File: src/spmi_pkg.sv
// Purpose: constants shared by the stereo microphone input block
// Assumes: 32-bit classic Wishbone, word index times four is the byte address
// Notes: register indices are word indices
`default_nettype none

package spmi_pkg;

	// ------------------------------------------------------------
	// register word indices
	// ------------------------------------------------------------
	localparam logic [5:0] IDX_POWER_MANAGEMENT_ONE = 6'h19;
	localparam logic [5:0] IDX_PIN_FUNCTION = 6'h1a;
	localparam logic [5:0] IDX_CLOCK_CONFIG = 6'h1b;
	localparam logic [5:0] IDX_CONVERTER_VOLUME = 6'h1c;
	localparam logic [5:0] IDX_MIC_STATUS = 6'h1d;

	// ------------------------------------------------------------
	// field positions and codes
	// ------------------------------------------------------------
	localparam int POS_MIC_PATH_SELECT = 10;
	localparam int POS_LEFT_CONVERTER_ENABLE = 3;
	localparam int POS_RIGHT_CONVERTER_ENABLE = 2;
	localparam int POS_HIGH_PERFORMANCE = 8;
	localparam int POS_SYSTEM_CLOCK_ENABLE = 9;
	localparam logic [4:0] FN_MIC_DATA_IN = 5'h14;
	localparam logic [4:0] FN_MIC_CLOCK_OUT = 5'h13;

	// ------------------------------------------------------------
	// values after reset
	// ------------------------------------------------------------
	localparam logic [15:0] RST_POWER_MANAGEMENT_ONE = 16'h0000;
	localparam logic [19:0] RST_PIN_FUNCTION = 20'h00000;
	localparam logic [9:0] RST_CLOCK_CONFIG = 10'h000;
	localparam logic [15:0] RST_CONVERTER_VOLUME = 16'hc0c0;

	// ------------------------------------------------------------
	// mic clock frequencies and half-period counts
	// ------------------------------------------------------------
	localparam longint SYS_HZ = 250000000;
	localparam longint MIC_HZ_0 = 1024000;
	localparam longint MIC_HZ_1 = 1411200;
	localparam longint MIC_HZ_2 = 1536000;
	localparam longint MIC_HZ_3 = 2048000;
	localparam longint MIC_HZ_4 = 2822400;
	localparam longint MIC_HZ_5 = 3072000;
	localparam logic [7:0] HALF_0 = 8'(SYS_HZ / (2 * MIC_HZ_0));
	localparam logic [7:0] HALF_1 = 8'(SYS_HZ / (2 * MIC_HZ_1));
	localparam logic [7:0] HALF_2 = 8'(SYS_HZ / (2 * MIC_HZ_2));
	localparam logic [7:0] HALF_3 = 8'(SYS_HZ / (2 * MIC_HZ_3));
	localparam logic [7:0] HALF_4 = 8'(SYS_HZ / (2 * MIC_HZ_4));
	localparam logic [7:0] HALF_5 = 8'(SYS_HZ / (2 * MIC_HZ_5));

	// mic clock generator states
	typedef enum logic [1:0] {MIC_IDLE, MIC_HIGH, MIC_LOW} spmi_state_e;

endpackage

`default_nettype wire

File: src/spmi_stereo_pdm_mic_input.sv
// Purpose: stereo one-bit microphone input with clock output and path select
// Assumes: clock is the system clock; pins sampled through two flip-flops
// Notes: registers on classic Wishbone, one word per register
//
// Functional notes
// data input accepted on pin five or six when set to data-input code.
// mic clock driven on another pin programmed with the clock-output code.
// clock may go on pins two, three, five, six; data only five or six.
// while mic input is enabled the clock runs on its configured pin.
// left mic drives data in clock high, right mic in clock low.
// capture left at end of high phase, right at end of low phase.
// each mic releases the shared line while the other drives it.
// mic select replaces converter path into the core; clear uses converters.
// left and right converter enables gate the matching mic channels.
// software enables filters and sets sample rate before relying on processing.
// converter volume settings apply to the mic channels, no separate control.
// mic clock from system clock, frequency chosen from rate, ratio, performance bit.
// clock runs while mic path enabled on a pin and system clock enabled.
// high performance bit resets to zero, the reduced power option.
// software programs only listed valid rate and ratio pairs.
// system clock present and enabled whenever the interface is used.
// software never uses ratios 64, 128 or 192 with the mic input.
// software mutes volume before clearing a converter enable.
// one bit per channel per clock period delivered, channels kept apart.
//
// Added by the designer: the Wishbone interface to the registers.
`default_nettype none

module spmi_stereo_pdm_mic_input
	import spmi_pkg::*;
(
	// clock and reset
	input wire logic clock,
	input wire logic reset_n,
	// wishbone slave
	input wire logic [7:0] wbAdr,
	input wire logic [31:0] wbWriteData,
	output logic [31:0] wbReadData,
	input wire logic wbWe,
	input wire logic [3:0] wbSel,
	input wire logic wbStb,
	input wire logic wbCyc,
	output logic wbAck,
	// general pins two and three, output side only
	output logic pinTwoOut,
	output logic pinTwoOe,
	output logic pinThreeOut,
	output logic pinThreeOe,
	// general pins five and six
	input wire logic pinFiveIn,
	output logic pinFiveOut,
	output logic pinFiveOe,
	input wire logic pinSixIn,
	output logic pinSixOut,
	output logic pinSixOe,
	// converter path from the analogue side
	input wire logic adcLeftBit,
	input wire logic adcRightBit,
	input wire logic adcStrobe,
	// stream into the digital core
	output logic coreLeftBit,
	output logic coreRightBit,
	output logic coreLeftValid,
	output logic coreRightValid,
	output logic [7:0] coreLeftVolume,
	output logic [7:0] coreRightVolume
);

	// ------------------------------------------------------------
	// helpers
	// ------------------------------------------------------------

	// merge write data into a word by byte lane
	function automatic logic [31:0] laneMerge(input logic [31:0] old,
		input logic [31:0] wr, input logic [3:0] sel);
		logic [31:0] res;
		res = old;
		for (int i = 0; i < 4; i++) begin
			if (sel[i]) begin
				res[8*i +: 8] = wr[8*i +: 8];
			end
		end
		return res;
	endfunction

	// frequency class from rate, ratio and performance bit
	function automatic logic [2:0] freqClass(input logic [3:0] rate,
		input logic [3:0] ratio, input logic hp);
		logic hi;
		logic [2:0] cls;
		hi = hp && (ratio != 4'h0);
		cls = 3'h0;
		if (rate == 4'h0) begin
			cls = hi ? 3'h3 : 3'h0;
		end else if (rate == 4'h1) begin
			cls = hi ? 3'h4 : 3'h1;
		end else if (rate == 4'h2) begin
			cls = hi ? 3'h5 : 3'h2;
		end else if (rate == 4'h3) begin
			cls = hp ? 3'h3 : 3'h0;
		end else if (rate == 4'h4) begin
			cls = hp ? 3'h4 : 3'h1;
		end else if (rate == 4'h5) begin
			cls = hp ? 3'h5 : 3'h2;
		end else if (rate == 4'h6) begin
			cls = 3'h3;
		end else if (rate == 4'h7 || rate == 4'h9) begin
			cls = (hp || !ratio[0]) ? 3'h4 : 3'h1;
		end else begin
			cls = (hp || !ratio[0]) ? 3'h5 : 3'h2;
		end
		return cls;
	endfunction

	// supported ratio columns per rate, low power and high performance
	function automatic logic configValid(input logic [3:0] rate,
		input logic [3:0] ratio, input logic hp);
		logic [7:0] mask;
		mask = 8'h00;
		if (rate == 4'h0) begin
			mask = hp ? 8'hf5 : 8'hfd;
		end else if (rate == 4'h1 || rate == 4'h2) begin
			mask = hp ? 8'h15 : 8'h7d;
		end else if (rate == 4'h3) begin
			mask = hp ? 8'h79 : 8'h7f;
		end else if (rate == 4'h4 || rate == 4'h5 || rate == 4'h6) begin
			mask = hp ? 8'h15 : 8'h3f;
		end else if (rate == 4'h7 || rate == 4'h8) begin
			mask = hp ? 8'h15 : 8'h1f;
		end else if (rate == 4'h9 || rate == 4'ha) begin
			mask = 8'h05;
		end
		return !ratio[3] && mask[ratio[2:0]];
	endfunction

	// half period in system clocks for a class
	function automatic logic [7:0] halfCount(input logic [2:0] cls);
		logic [7:0] h;
		h = HALF_5;
		if (cls == 3'h0) begin
			h = HALF_0;
		end else if (cls == 3'h1) begin
			h = HALF_1;
		end else if (cls == 3'h2) begin
			h = HALF_2;
		end else if (cls == 3'h3) begin
			h = HALF_3;
		end else if (cls == 3'h4) begin
			h = HALF_4;
		end
		return h;
	endfunction

	// ------------------------------------------------------------
	// reset release and pin synchronisers
	// ------------------------------------------------------------
	logic [1:0] resetSync_reg;
	logic rstN;
	logic [1:0] fiveSync_reg;
	logic [1:0] sixSync_reg;

	// reset leaves through two flip-flops
	always_ff @(posedge clock or negedge reset_n) begin
		if (!reset_n) begin
			resetSync_reg <= 2'b00;
		end else begin
			resetSync_reg <= {resetSync_reg[0], 1'b1};
		end
	end
	assign rstN = resetSync_reg[1];

	// data pins pass two flip-flops before use
	always_ff @(posedge clock or negedge rstN) begin
		if (!rstN) begin
			fiveSync_reg <= 2'b00;
			sixSync_reg <= 2'b00;
		end else begin
			fiveSync_reg <= {fiveSync_reg[0], pinFiveIn};
			sixSync_reg <= {sixSync_reg[0], pinSixIn};
		end
	end

	// ------------------------------------------------------------
	// registers
	// ------------------------------------------------------------
	logic [15:0] powerManagementOne_reg;
	logic [19:0] pinFunction_reg;
	logic [9:0] clockConfig_reg;
	logic [15:0] converterVolume_reg;
	logic ack_reg;
	logic [31:0] readData_reg;
	logic [31:0] readData_next;
	logic [31:0] statusWord;
	logic busReq;
	logic [5:0] regIdx;
	logic wrPower;
	logic wrPin;
	logic wrClock;
	logic wrVolume;

	// bus decode
	assign busReq = wbCyc && wbStb && !ack_reg;
	assign regIdx = wbAdr[7:2];
	assign wrPower = busReq && wbWe && regIdx == IDX_POWER_MANAGEMENT_ONE;
	assign wrPin = busReq && wbWe && regIdx == IDX_PIN_FUNCTION;
	assign wrClock = busReq && wbWe && regIdx == IDX_CLOCK_CONFIG;
	assign wrVolume = busReq && wbWe && regIdx == IDX_CONVERTER_VOLUME;
	assign readData_next =
		(regIdx == IDX_POWER_MANAGEMENT_ONE) ? {16'h0000, powerManagementOne_reg} :
		(regIdx == IDX_PIN_FUNCTION) ? {12'h000, pinFunction_reg} :
		(regIdx == IDX_CLOCK_CONFIG) ? {22'h000000, clockConfig_reg} :
		(regIdx == IDX_CONVERTER_VOLUME) ? {16'h0000, converterVolume_reg} :
		(regIdx == IDX_MIC_STATUS) ? statusWord : 32'h00000000;

	// ack one cycle after the request, dropped the cycle after
	always_ff @(posedge clock or negedge rstN) begin
		if (!rstN) begin
			ack_reg <= 1'b0;
			readData_reg <= 32'h00000000;
		end else begin
			ack_reg <= busReq;
			readData_reg <= busReq ? readData_next : 32'h00000000;
		end
	end

	// software writes, per byte lane
	always_ff @(posedge clock or negedge rstN) begin
		if (!rstN) begin
			powerManagementOne_reg <= RST_POWER_MANAGEMENT_ONE;
			pinFunction_reg <= RST_PIN_FUNCTION;
			clockConfig_reg <= RST_CLOCK_CONFIG;
			converterVolume_reg <= RST_CONVERTER_VOLUME;
		end else begin
			if (wrPower) begin
				powerManagementOne_reg <= 16'(laneMerge(32'(powerManagementOne_reg),
					wbWriteData, wbSel));
			end
			if (wrPin) begin
				pinFunction_reg <= 20'(laneMerge(32'(pinFunction_reg), wbWriteData, wbSel));
			end
			if (wrClock) begin
				clockConfig_reg <= 10'(laneMerge(32'(clockConfig_reg), wbWriteData, wbSel));
			end
			if (wrVolume) begin
				converterVolume_reg <= 16'(laneMerge(32'(converterVolume_reg),
					wbWriteData, wbSel));
			end
		end
	end

	assign wbAck = ack_reg;
	assign wbReadData = readData_reg;

	// ------------------------------------------------------------
	// pin roles and clock setup
	// ------------------------------------------------------------
	logic [4:0] fnTwo;
	logic [4:0] fnThree;
	logic [4:0] fnFive;
	logic [4:0] fnSix;
	logic clkOnTwo;
	logic clkOnThree;
	logic clkOnFive;
	logic clkOnSix;
	logic dataOnFive;
	logic dataOnSix;
	logic dataLine;
	logic micSelect;
	logic leftEnable;
	logic rightEnable;
	logic cfgValid;
	logic runClock;
	logic [2:0] micClass;
	logic [7:0] halfLoad;

	// function fields per pin
	assign fnTwo = pinFunction_reg[4:0];
	assign fnThree = pinFunction_reg[9:5];
	assign fnFive = pinFunction_reg[14:10];
	assign fnSix = pinFunction_reg[19:15];
	assign clkOnTwo = fnTwo == FN_MIC_CLOCK_OUT;
	assign clkOnThree = fnThree == FN_MIC_CLOCK_OUT;
	assign clkOnFive = fnFive == FN_MIC_CLOCK_OUT;
	assign clkOnSix = fnSix == FN_MIC_CLOCK_OUT;
	assign dataOnFive = fnFive == FN_MIC_DATA_IN;
	assign dataOnSix = fnSix == FN_MIC_DATA_IN;
	assign dataLine = dataOnFive ? fiveSync_reg[1] : sixSync_reg[1];

	// control bits and clock choice
	assign micSelect = powerManagementOne_reg[POS_MIC_PATH_SELECT];
	assign leftEnable = powerManagementOne_reg[POS_LEFT_CONVERTER_ENABLE];
	assign rightEnable = powerManagementOne_reg[POS_RIGHT_CONVERTER_ENABLE];
	assign micClass = freqClass(clockConfig_reg[3:0], clockConfig_reg[7:4],
		clockConfig_reg[POS_HIGH_PERFORMANCE]);
	assign cfgValid = configValid(clockConfig_reg[3:0], clockConfig_reg[7:4],
		clockConfig_reg[POS_HIGH_PERFORMANCE]);
	assign halfLoad = halfCount(micClass) - 8'h01;
	assign runClock = micSelect && clockConfig_reg[POS_SYSTEM_CLOCK_ENABLE] && cfgValid
		&& (clkOnTwo || clkOnThree || clkOnFive || clkOnSix)
		&& (dataOnFive || dataOnSix);

	// ------------------------------------------------------------
	// mic clock generator and capture
	// ------------------------------------------------------------
	spmi_state_e state_reg;
	spmi_state_e state_next;
	logic [7:0] count_reg;
	logic [7:0] count_next;
	logic micClock_reg;
	logic micClock_next;
	logic leftBit_reg;
	logic rightBit_reg;
	logic takeLeft;
	logic takeRight;

	// phase sequencing; each phase ends when the count hits zero, a high phase also as soon as runClock drops
	always_comb begin
		state_next = state_reg;
		count_next = count_reg - 8'h01;
		micClock_next = micClock_reg;
		takeLeft = 1'b0;
		takeRight = 1'b0;
		case (state_reg)
			MIC_IDLE: begin
				count_next = halfLoad;
				if (runClock) begin
					state_next = MIC_HIGH;
					micClock_next = 1'b1;
				end
			end
			MIC_HIGH: begin
				if (!runClock) begin
					state_next = MIC_IDLE;
					micClock_next = 1'b0;
				end else if (count_reg == 8'h00) begin
					takeLeft = 1'b1;
					state_next = MIC_LOW;
					count_next = halfLoad;
					micClock_next = 1'b0;
				end
			end
			MIC_LOW: begin
				if (count_reg == 8'h00) begin
					takeRight = 1'b1;
					count_next = halfLoad;
					state_next = runClock ? MIC_HIGH : MIC_IDLE;
					micClock_next = runClock;
				end
			end
			default: begin
				state_next = MIC_IDLE;
			end
		endcase
	end

	// generator state
	always_ff @(posedge clock or negedge rstN) begin
		if (!rstN) begin
			state_reg <= MIC_IDLE;
			count_reg <= 8'h00;
			micClock_reg <= 1'b0;
		end else begin
			state_reg <= state_next;
			count_reg <= count_next;
			micClock_reg <= micClock_next;
		end
	end

	// captured bits, left at end of high, right at end of low
	always_ff @(posedge clock or negedge rstN) begin
		if (!rstN) begin
			leftBit_reg <= 1'b0;
			rightBit_reg <= 1'b0;
		end else begin
			if (takeLeft) begin
				leftBit_reg <= dataLine;
			end
			if (takeRight) begin
				rightBit_reg <= dataLine;
			end
		end
	end

	// ------------------------------------------------------------
	// pin drivers
	// ------------------------------------------------------------
	logic [3:0] pinOut_reg;
	logic [3:0] pinOe_reg;

	// clock pins driven only while configured; data pins never driven
	always_ff @(posedge clock or negedge rstN) begin
		if (!rstN) begin
			pinOut_reg <= 4'h0;
			pinOe_reg <= 4'h0;
		end else begin
			pinOe_reg <= {clkOnSix, clkOnFive, clkOnThree, clkOnTwo};
			pinOut_reg <= {4{micClock_reg}} & {clkOnSix, clkOnFive, clkOnThree, clkOnTwo};
		end
	end

	assign pinTwoOut = pinOut_reg[0];
	assign pinTwoOe = pinOe_reg[0];
	assign pinThreeOut = pinOut_reg[1];
	assign pinThreeOe = pinOe_reg[1];
	assign pinFiveOut = pinOut_reg[2];
	assign pinFiveOe = pinOe_reg[2];
	assign pinSixOut = pinOut_reg[3];
	assign pinSixOe = pinOe_reg[3];

	// ------------------------------------------------------------
	// core input selection
	// ------------------------------------------------------------
	logic srcValid;
	logic srcLeft;
	logic srcRight;
	logic coreLeft_reg;
	logic coreRight_reg;
	logic coreLeftValid_reg;
	logic coreRightValid_reg;
	logic [15:0] volume_reg;

	// mic pair replaces converter path when selected
	assign srcValid = micSelect ? takeRight : adcStrobe;
	assign srcLeft = micSelect ? leftBit_reg : adcLeftBit;
	assign srcRight = micSelect ? dataLine : adcRightBit;

	// one pulse per period, each channel gated by its enable
	always_ff @(posedge clock or negedge rstN) begin
		if (!rstN) begin
			coreLeft_reg <= 1'b0;
			coreRight_reg <= 1'b0;
			coreLeftValid_reg <= 1'b0;
			coreRightValid_reg <= 1'b0;
			volume_reg <= RST_CONVERTER_VOLUME;
		end else begin
			coreLeftValid_reg <= srcValid && leftEnable;
			coreRightValid_reg <= srcValid && rightEnable;
			if (srcValid) begin
				coreLeft_reg <= srcLeft && leftEnable;
				coreRight_reg <= srcRight && rightEnable;
			end
			volume_reg <= converterVolume_reg;
		end
	end

	assign coreLeftBit = coreLeft_reg;
	assign coreRightBit = coreRight_reg;
	assign coreLeftValid = coreLeftValid_reg;
	assign coreRightValid = coreRightValid_reg;
	assign coreLeftVolume = volume_reg[7:0];
	assign coreRightVolume = volume_reg[15:8];

	// status word for software
	assign statusWord = {25'h0000000, rightBit_reg, leftBit_reg, micClass,
		cfgValid, state_reg != MIC_IDLE};

endmodule

`default_nettype wire

File: config.mk
export PLATFORM = sky130hd
export DESIGN_NAME = spmi_stereo_pdm_mic_input
export DESIGN_NICKNAME = d
export VERILOG_FILES = /design/src/spmi_pkg.sv /design/src/spmi_stereo_pdm_mic_input.sv
export SDC_FILE = /design/constraint.sdc
export NUM_CORES = 1
export LEC_CHECK = 0
export BUFFER_PORTS_ARGS = -buffer_cell sky130_fd_sc_hd__buf_2
export CORE_MARGIN = 2
export CORE_UTILIZATION = 55
export DETAILED_ROUTE_END_ITERATION = 8
export PLACE_DENSITY = 0.8
export SLEW_MARGIN = 5
export SYNTH_ARGS = -nofsm -noshare
export SYNTH_HDL_FRONTEND = slang
export SYNTH_SLANG_ARGS = --single-unit
File: constraint.sdc
create_clock -name clock -period 4.7 [get_ports clock]
set_input_delay 0.235 -clock clock [delete_from_list [all_inputs] [get_ports clock]]
set_output_delay 0.235 -clock clock [all_outputs]
set_load 0.05 [all_outputs]
### Word level (Yosys, flattened, before mapping)

Index checks and enable logic that the tools add are counted.

* add/sub/neg operators: 2
* magnitude comparators: 1
* equal/unequal tests: 30
* multiplexer cells: 62
* bitwise gates (word level): 1
* reduce and logical (&&, ||, !) cells: 49

Operators with widths (number)
* $mux 20: 3
* $mux 3: 17
* $mux 7: 7
* $mux 16: 2
* $eq 5x5->1 const B: 6
* $eq 6x5->1 const B: 5
* $mux 8: 3
* $pmux 8 s3: 1
* $reduce_and 2->1: 9
* $logic_and 1x1->1: 17
* $eq 4x3->1 const B: 4
* $sub 8x1->8 const B: 2
* $mux 1: 14
* $eq 4x4->1 const B: 3
* $mux 2: 6
* $mux 6: 2
* $logic_or 1x1->1: 11
* $mux 5: 2
* $eq 4x2->1 const B: 2
* $logic_not 8->1: 1
* $mux 4: 2
* $eq 3x2->1 const B: 2
* $pmux 2 s3: 1
* $and 4x4->4: 1
* 19 further kinds: 22

* flip-flop bits (word level): 130
* input port bits: 54
* output and inout bits: 61
* word-level logic and storage cells: 171

### Logic depth before layout (Yosys ltp)

* depth after elaboration: 21
* gate-level depth with buffers: 11
* mapped depth without buffers: 10

### Worst setup path after synthesis

OpenSTA, ideal clock, no wires.

* path type: register to register
* from: register clockConfig_reg[2]
* to: register count_reg[6]
* setup time: 0.119 ns
* arrival: 2.465 ns
* data required time: 4.581 ns
* slack: 2.117 ns
* cell stages (with the launch flop): 12
* buffers on the path: 2
* period minus slack after synthesis: 2.583 ns
* cells stage by stage: dfrtp_1 > buf_2 > clkbuf_1 > and3_1 > o21ai_0 > ha_1 > and3b_1 > o31ai_1 > and4_1 > and2_1 > o221ai_1 > o21a_1

* longest elaborated chain between the ends: 20
* elaborated cells on any way between the ends: 51
* classes of those cells: add/sub: 1; eq/ne: 14; mux: 24; reduce/logical: 12

RTL lines
* start, declared: line spmi_stereo_pdm_mic_input.sv:188 `logic [9:0] clockConfig_reg;`
* start signal, assigned: line spmi_stereo_pdm_mic_input.sv:242 `clockConfig_reg <= 10'(laneMerge(32'(clockConfig_reg), wbWriteData, wbSel));`
* $eq 4x3->1 / $eq 4x4->1 (equally long branches): line spmi_stereo_pdm_mic_input.sv:107, spmi_stereo_pdm_mic_input.sv:128, spmi_stereo_pdm_mic_input.sv:130
* $logic_or 1x1->1: line spmi_stereo_pdm_mic_input.sv:107 `end else if (rate == 4'h7 || rate == 4'h9) begin`
* $mux 3: line spmi_stereo_pdm_mic_input.sv:107
* $mux 3: line spmi_stereo_pdm_mic_input.sv:105 `end else if (rate == 4'h6) begin`
* $mux 3: line spmi_stereo_pdm_mic_input.sv:103 `end else if (rate == 4'h5) begin`
* $mux 3: line spmi_stereo_pdm_mic_input.sv:101 `end else if (rate == 4'h4) begin`
* $mux 3: line spmi_stereo_pdm_mic_input.sv:99 `end else if (rate == 4'h3) begin`
* $mux 3: line spmi_stereo_pdm_mic_input.sv:97 `end else if (rate == 4'h2) begin`
* [... 5 more ...]
* $mux 7: line spmi_stereo_pdm_mic_input.sv:144 `end else if (cls == 3'h2) begin`
* $mux 7: line spmi_stereo_pdm_mic_input.sv:142 `end else if (cls == 3'h1) begin`
* $mux 7: line spmi_stereo_pdm_mic_input.sv:140 `if (cls == 3'h0) begin`
* $sub 8x1->8: line spmi_stereo_pdm_mic_input.sv:297 `assign halfLoad = halfCount(micClass) - 8'h01;`
* $mux 8: line spmi_stereo_pdm_mic_input.sv:335, spmi_stereo_pdm_mic_input.sv:343
* $mux 8: line spmi_stereo_pdm_mic_input.sv:332 `if (!runClock) begin`
* $pmux 8 s3 (*): line spmi_stereo_pdm_mic_input.sv:323 `case (state_reg)`
* net count_next[6]: line spmi_stereo_pdm_mic_input.sv:308 `logic [7:0] count_next;`
* end signal, assigned: line spmi_stereo_pdm_mic_input.sv:364 `count_reg <= count_next;`
* end, declared: line spmi_stereo_pdm_mic_input.sv:307 `logic [7:0] count_reg;`

The timed path passes the listed nets; every way through them passes the cells marked *. The select of a mux whose other input is x is not followed.
A chain may end at the register's enable or synchronous reset.

### Worst setup path in the final report

* from: register clockConfig_reg[3]
* to: register count_reg[5]

Same word-level chain as after synthesis.

==> results.ini <==
[logic_synthesis]
synth_seq_area_share=0.5684
ys_types=65
synth_top_family_by_area=multiplexers
synth_top_cell_area_share=0.5318
syn_area_mm2=0.005741
async_reset_ff_frac=1.000
synth_edf_count=0
ys_ff_latch=130
syn_inst=464
synthAdderAreaFrac=0.006103
synth_compound_area_frac=0.1014
synth_largest_area_cell=dfrtp_1
syn_area_per_cell_um2=12.37
synth_area_leaders=dfrtp_1 53%, mux2_2 14%, dfstp_2 3.7%
synth-simple-area-share=0.1205
ys_warn_count=0
synth_ff_type=dfrtp_1
synth_mux_area_frac=0.1524
synth_xor_area_frac=0.01068

[flow_run]
max-cap-violations=0

[cts]
clock_sinks=130
cts-root-buf=clkbuf_8
htreeDepth=4
clkTransAtPathRegs_ns=0.06
cts_buffers=17
cts_resized=0
clk_latency_ns=0.52
cts_buffer_depth=2
cts_tree=built

[critical_path]
startpoint_type=flip-flop
crit_path_end_kind=flip-flop
max_stage_delay_ns=0.66
crit_chain=inv_1 > nor3_1 > o21ai_0 > ha_1 > and3b_1 > o31ai_1 > and4_1 > nor2_1 > nor3_1 > mux2i_1
rr_worst_depth=10
rrSetupSlack_ns=1.82
arrival_ns=3.26
slowest_stage=dfrtp_1
r2r-start=clockConfig_reg[3]
cpMostUsedCell=nor3_1
r2r-end=count_reg[5]
crit_type=flip-flop to flip-flop
worst-path-max-fanout=14
crit_required_ns=5.08

[sta]
clock_skew_ns=0.008838
grt_setup_unrepaired=false
setup_violations=0
hold_viol=0
period_needed_ns=2.885
fin_setup_tns_ns=0
max_freq_ghz=0.3467
fin_ws_ns=1.815
worst_pin_slew_ns=0.9949
fin_crit_sh=0.6137
slew_headroom=0.3368
drv_slew=0

[pwr]
powerDensity_mw_per_mm2=373.0
power_leakage_nw=3.474
max-vdd-ir-drop_uv=250.3
total_power_w=0.002632

[cells_and_area]
nFillCells=682
nNetsFinal=631
mostFrequentLayoutCells=121 x dfrtp_1, 87 x buf_2, 71 x mux2_2
antenna-diode-count=0
drive_gt1_frac=0.3588
syn_to_final_growth_pct=22.93
final_common_cell=dfrtp_1

[place]
io_buffer_count=87
place_congestion=0.8628
place_hpwl_um=9012
post-place-ws_ns=1.901

[global_route]
grt_use_total=0.2607
grt-ovfl-total=0
grt_pass1_wl_um=22320
grt_max_degree=81
grt_pass1_vias=4239
grt_antenna_before_repair=0

[detailed_routing]
first_pass_iters=6
drc_errors=0
wl_per_cell_um=19.23
drt-total-wl_um=13930
vias=4271
antenna_left=0
dr.first_iter.drc_count=383
vias_per_cell=5.899

[die]
initial_core_util=0.5611
rows=37
coreArea_mm2=0.01023
die_width_um=106.2
dieHeight_um=106.2
die-area_mm2=0.01127
io_pins=115

[outcome]
status=completed

[min_path]
hp-class=input port to flip-flop
hold_start=wbWriteData[4]
holdPathStages=2
hold_end=clockConfig_reg[4]

==> critical path: cells and delay by family, from the launching register on <==
| family | cells | cell delay, ns |
|---|---|---|
| AO/OA/AOI/OAI | 2 | 0.39 |
| adder cells (fa/ha/maj) | 1 | 0.34 |
| buffers and inverters | 1 | 0.22 |
| flip-flops | 1 | 0.66 |
| multiplexers | 1 | 0.10 |
| AND/OR/NAND/NOR | 5 | 1.03 |
==> worst max path at each step <==
stage                             startpoint            endpoint  slack (ns)  cells past startpoint
after CTS                 clockConfig_reg[3]        count_reg[5]        1.89                     10
final                     clockConfig_reg[3]        count_reg[5]        1.82                     10
after floorplan             resetSync_reg[1]  clockConfig_reg[0]        0.82                      0
after global placement    clockConfig_reg[3]        count_reg[6]        2.01                     10
after detailed placement  clockConfig_reg[3]        count_reg[5]        1.90                     10
after global routing      clockConfig_reg[3]        count_reg[5]        1.59                     10
==> synth_stat cells (all sizes together) (6+ instances only) <==
cell / number
dfrtp: 122
mux2: 72
a222oi: 12
nor2: 37
o21ai: 11
nand3: 6
mux2i: 6
nor3: 14
nand2: 24
a21oi: 10
dfstp: 8
buf: 16
clkbuf: 15
inv: 14
==> kinds of logic (layout without fill, tap and decap cells) <==
| group | count (synthesis) | in the layout |
|---|---|---|
| buffers and inverters | 45 | 158 |
| flip-flops | 130 | 130 |
| multiplexers | 78 | 78 |
| XOR/XNOR | 7 | 7 |
| AO/OA/AOI/OAI | 69 | 69 |
| other | 2 | 13 |
| adder cells (fa/ha/maj) | 3 | 3 |
| AND/OR/NAND/NOR | 130 | 130 |
==> where the power goes <==
| part | switching, W | leakage, nW | internal [W] | total (W) |
|---|---|---|---|---|
| Clock | 0.000568 | 0.293 | 0.000741 | 0.00131 |
| Combinational | 0.0000958 | 1.45 | 0.0000545 | 0.000150 |
| Sequential | 0.0000329 | 1.73 | 0.00114 | 0.00117 |
==> area by class of cell <==
type	instances	area [µm²]	share of cell area
repair buffers	112	675.6	0.09574
clock buffers	17	414.1	0.05869
multi-input cells	300	2293	0.3250
flip-flops and latches	130	3267	0.4629
well taps	136	170.2	0.02411
clock inverters	15	183.9	0.02606
inverters	14	52.55	0.007447
==> through the flow <==
step | instance area, µm² | instances | utilization | hold slack [ns]
floorplan | 5782 | 475 | - | -0.06059
global placement | 6248 | 671 | 0.6107 | 0.02025
detailed placement | 6248 | 671 | 0.6107 | 0.02418
CTS | 7057 | 724 | 0.6897 | 0.003909
global route | 7057 | 724 | 0.6897 | 0.02020
finish | 7057 | 724 | 0.6897 | 0.008898
==> layer usage <==
metal  global-route usage  vias to the layer above  routed length, µm
li1                     -                     1895                  -
met1               0.3295                     2137               5581
met2               0.4313                      199               7038
met3              0.06806                       40                937
met4               0.1015                        0                368
met5                    0                        -                  0
==> repair_timing <==
| action | in CTS | in global routing |
|---|---|---|
| hold buffers | 21 | 0 |
| hold endpoints to repair | 41 | 0 |
| buffers inserted | 0 | 0 |
No activity file was read; power rests on OpenSTA's default activity.
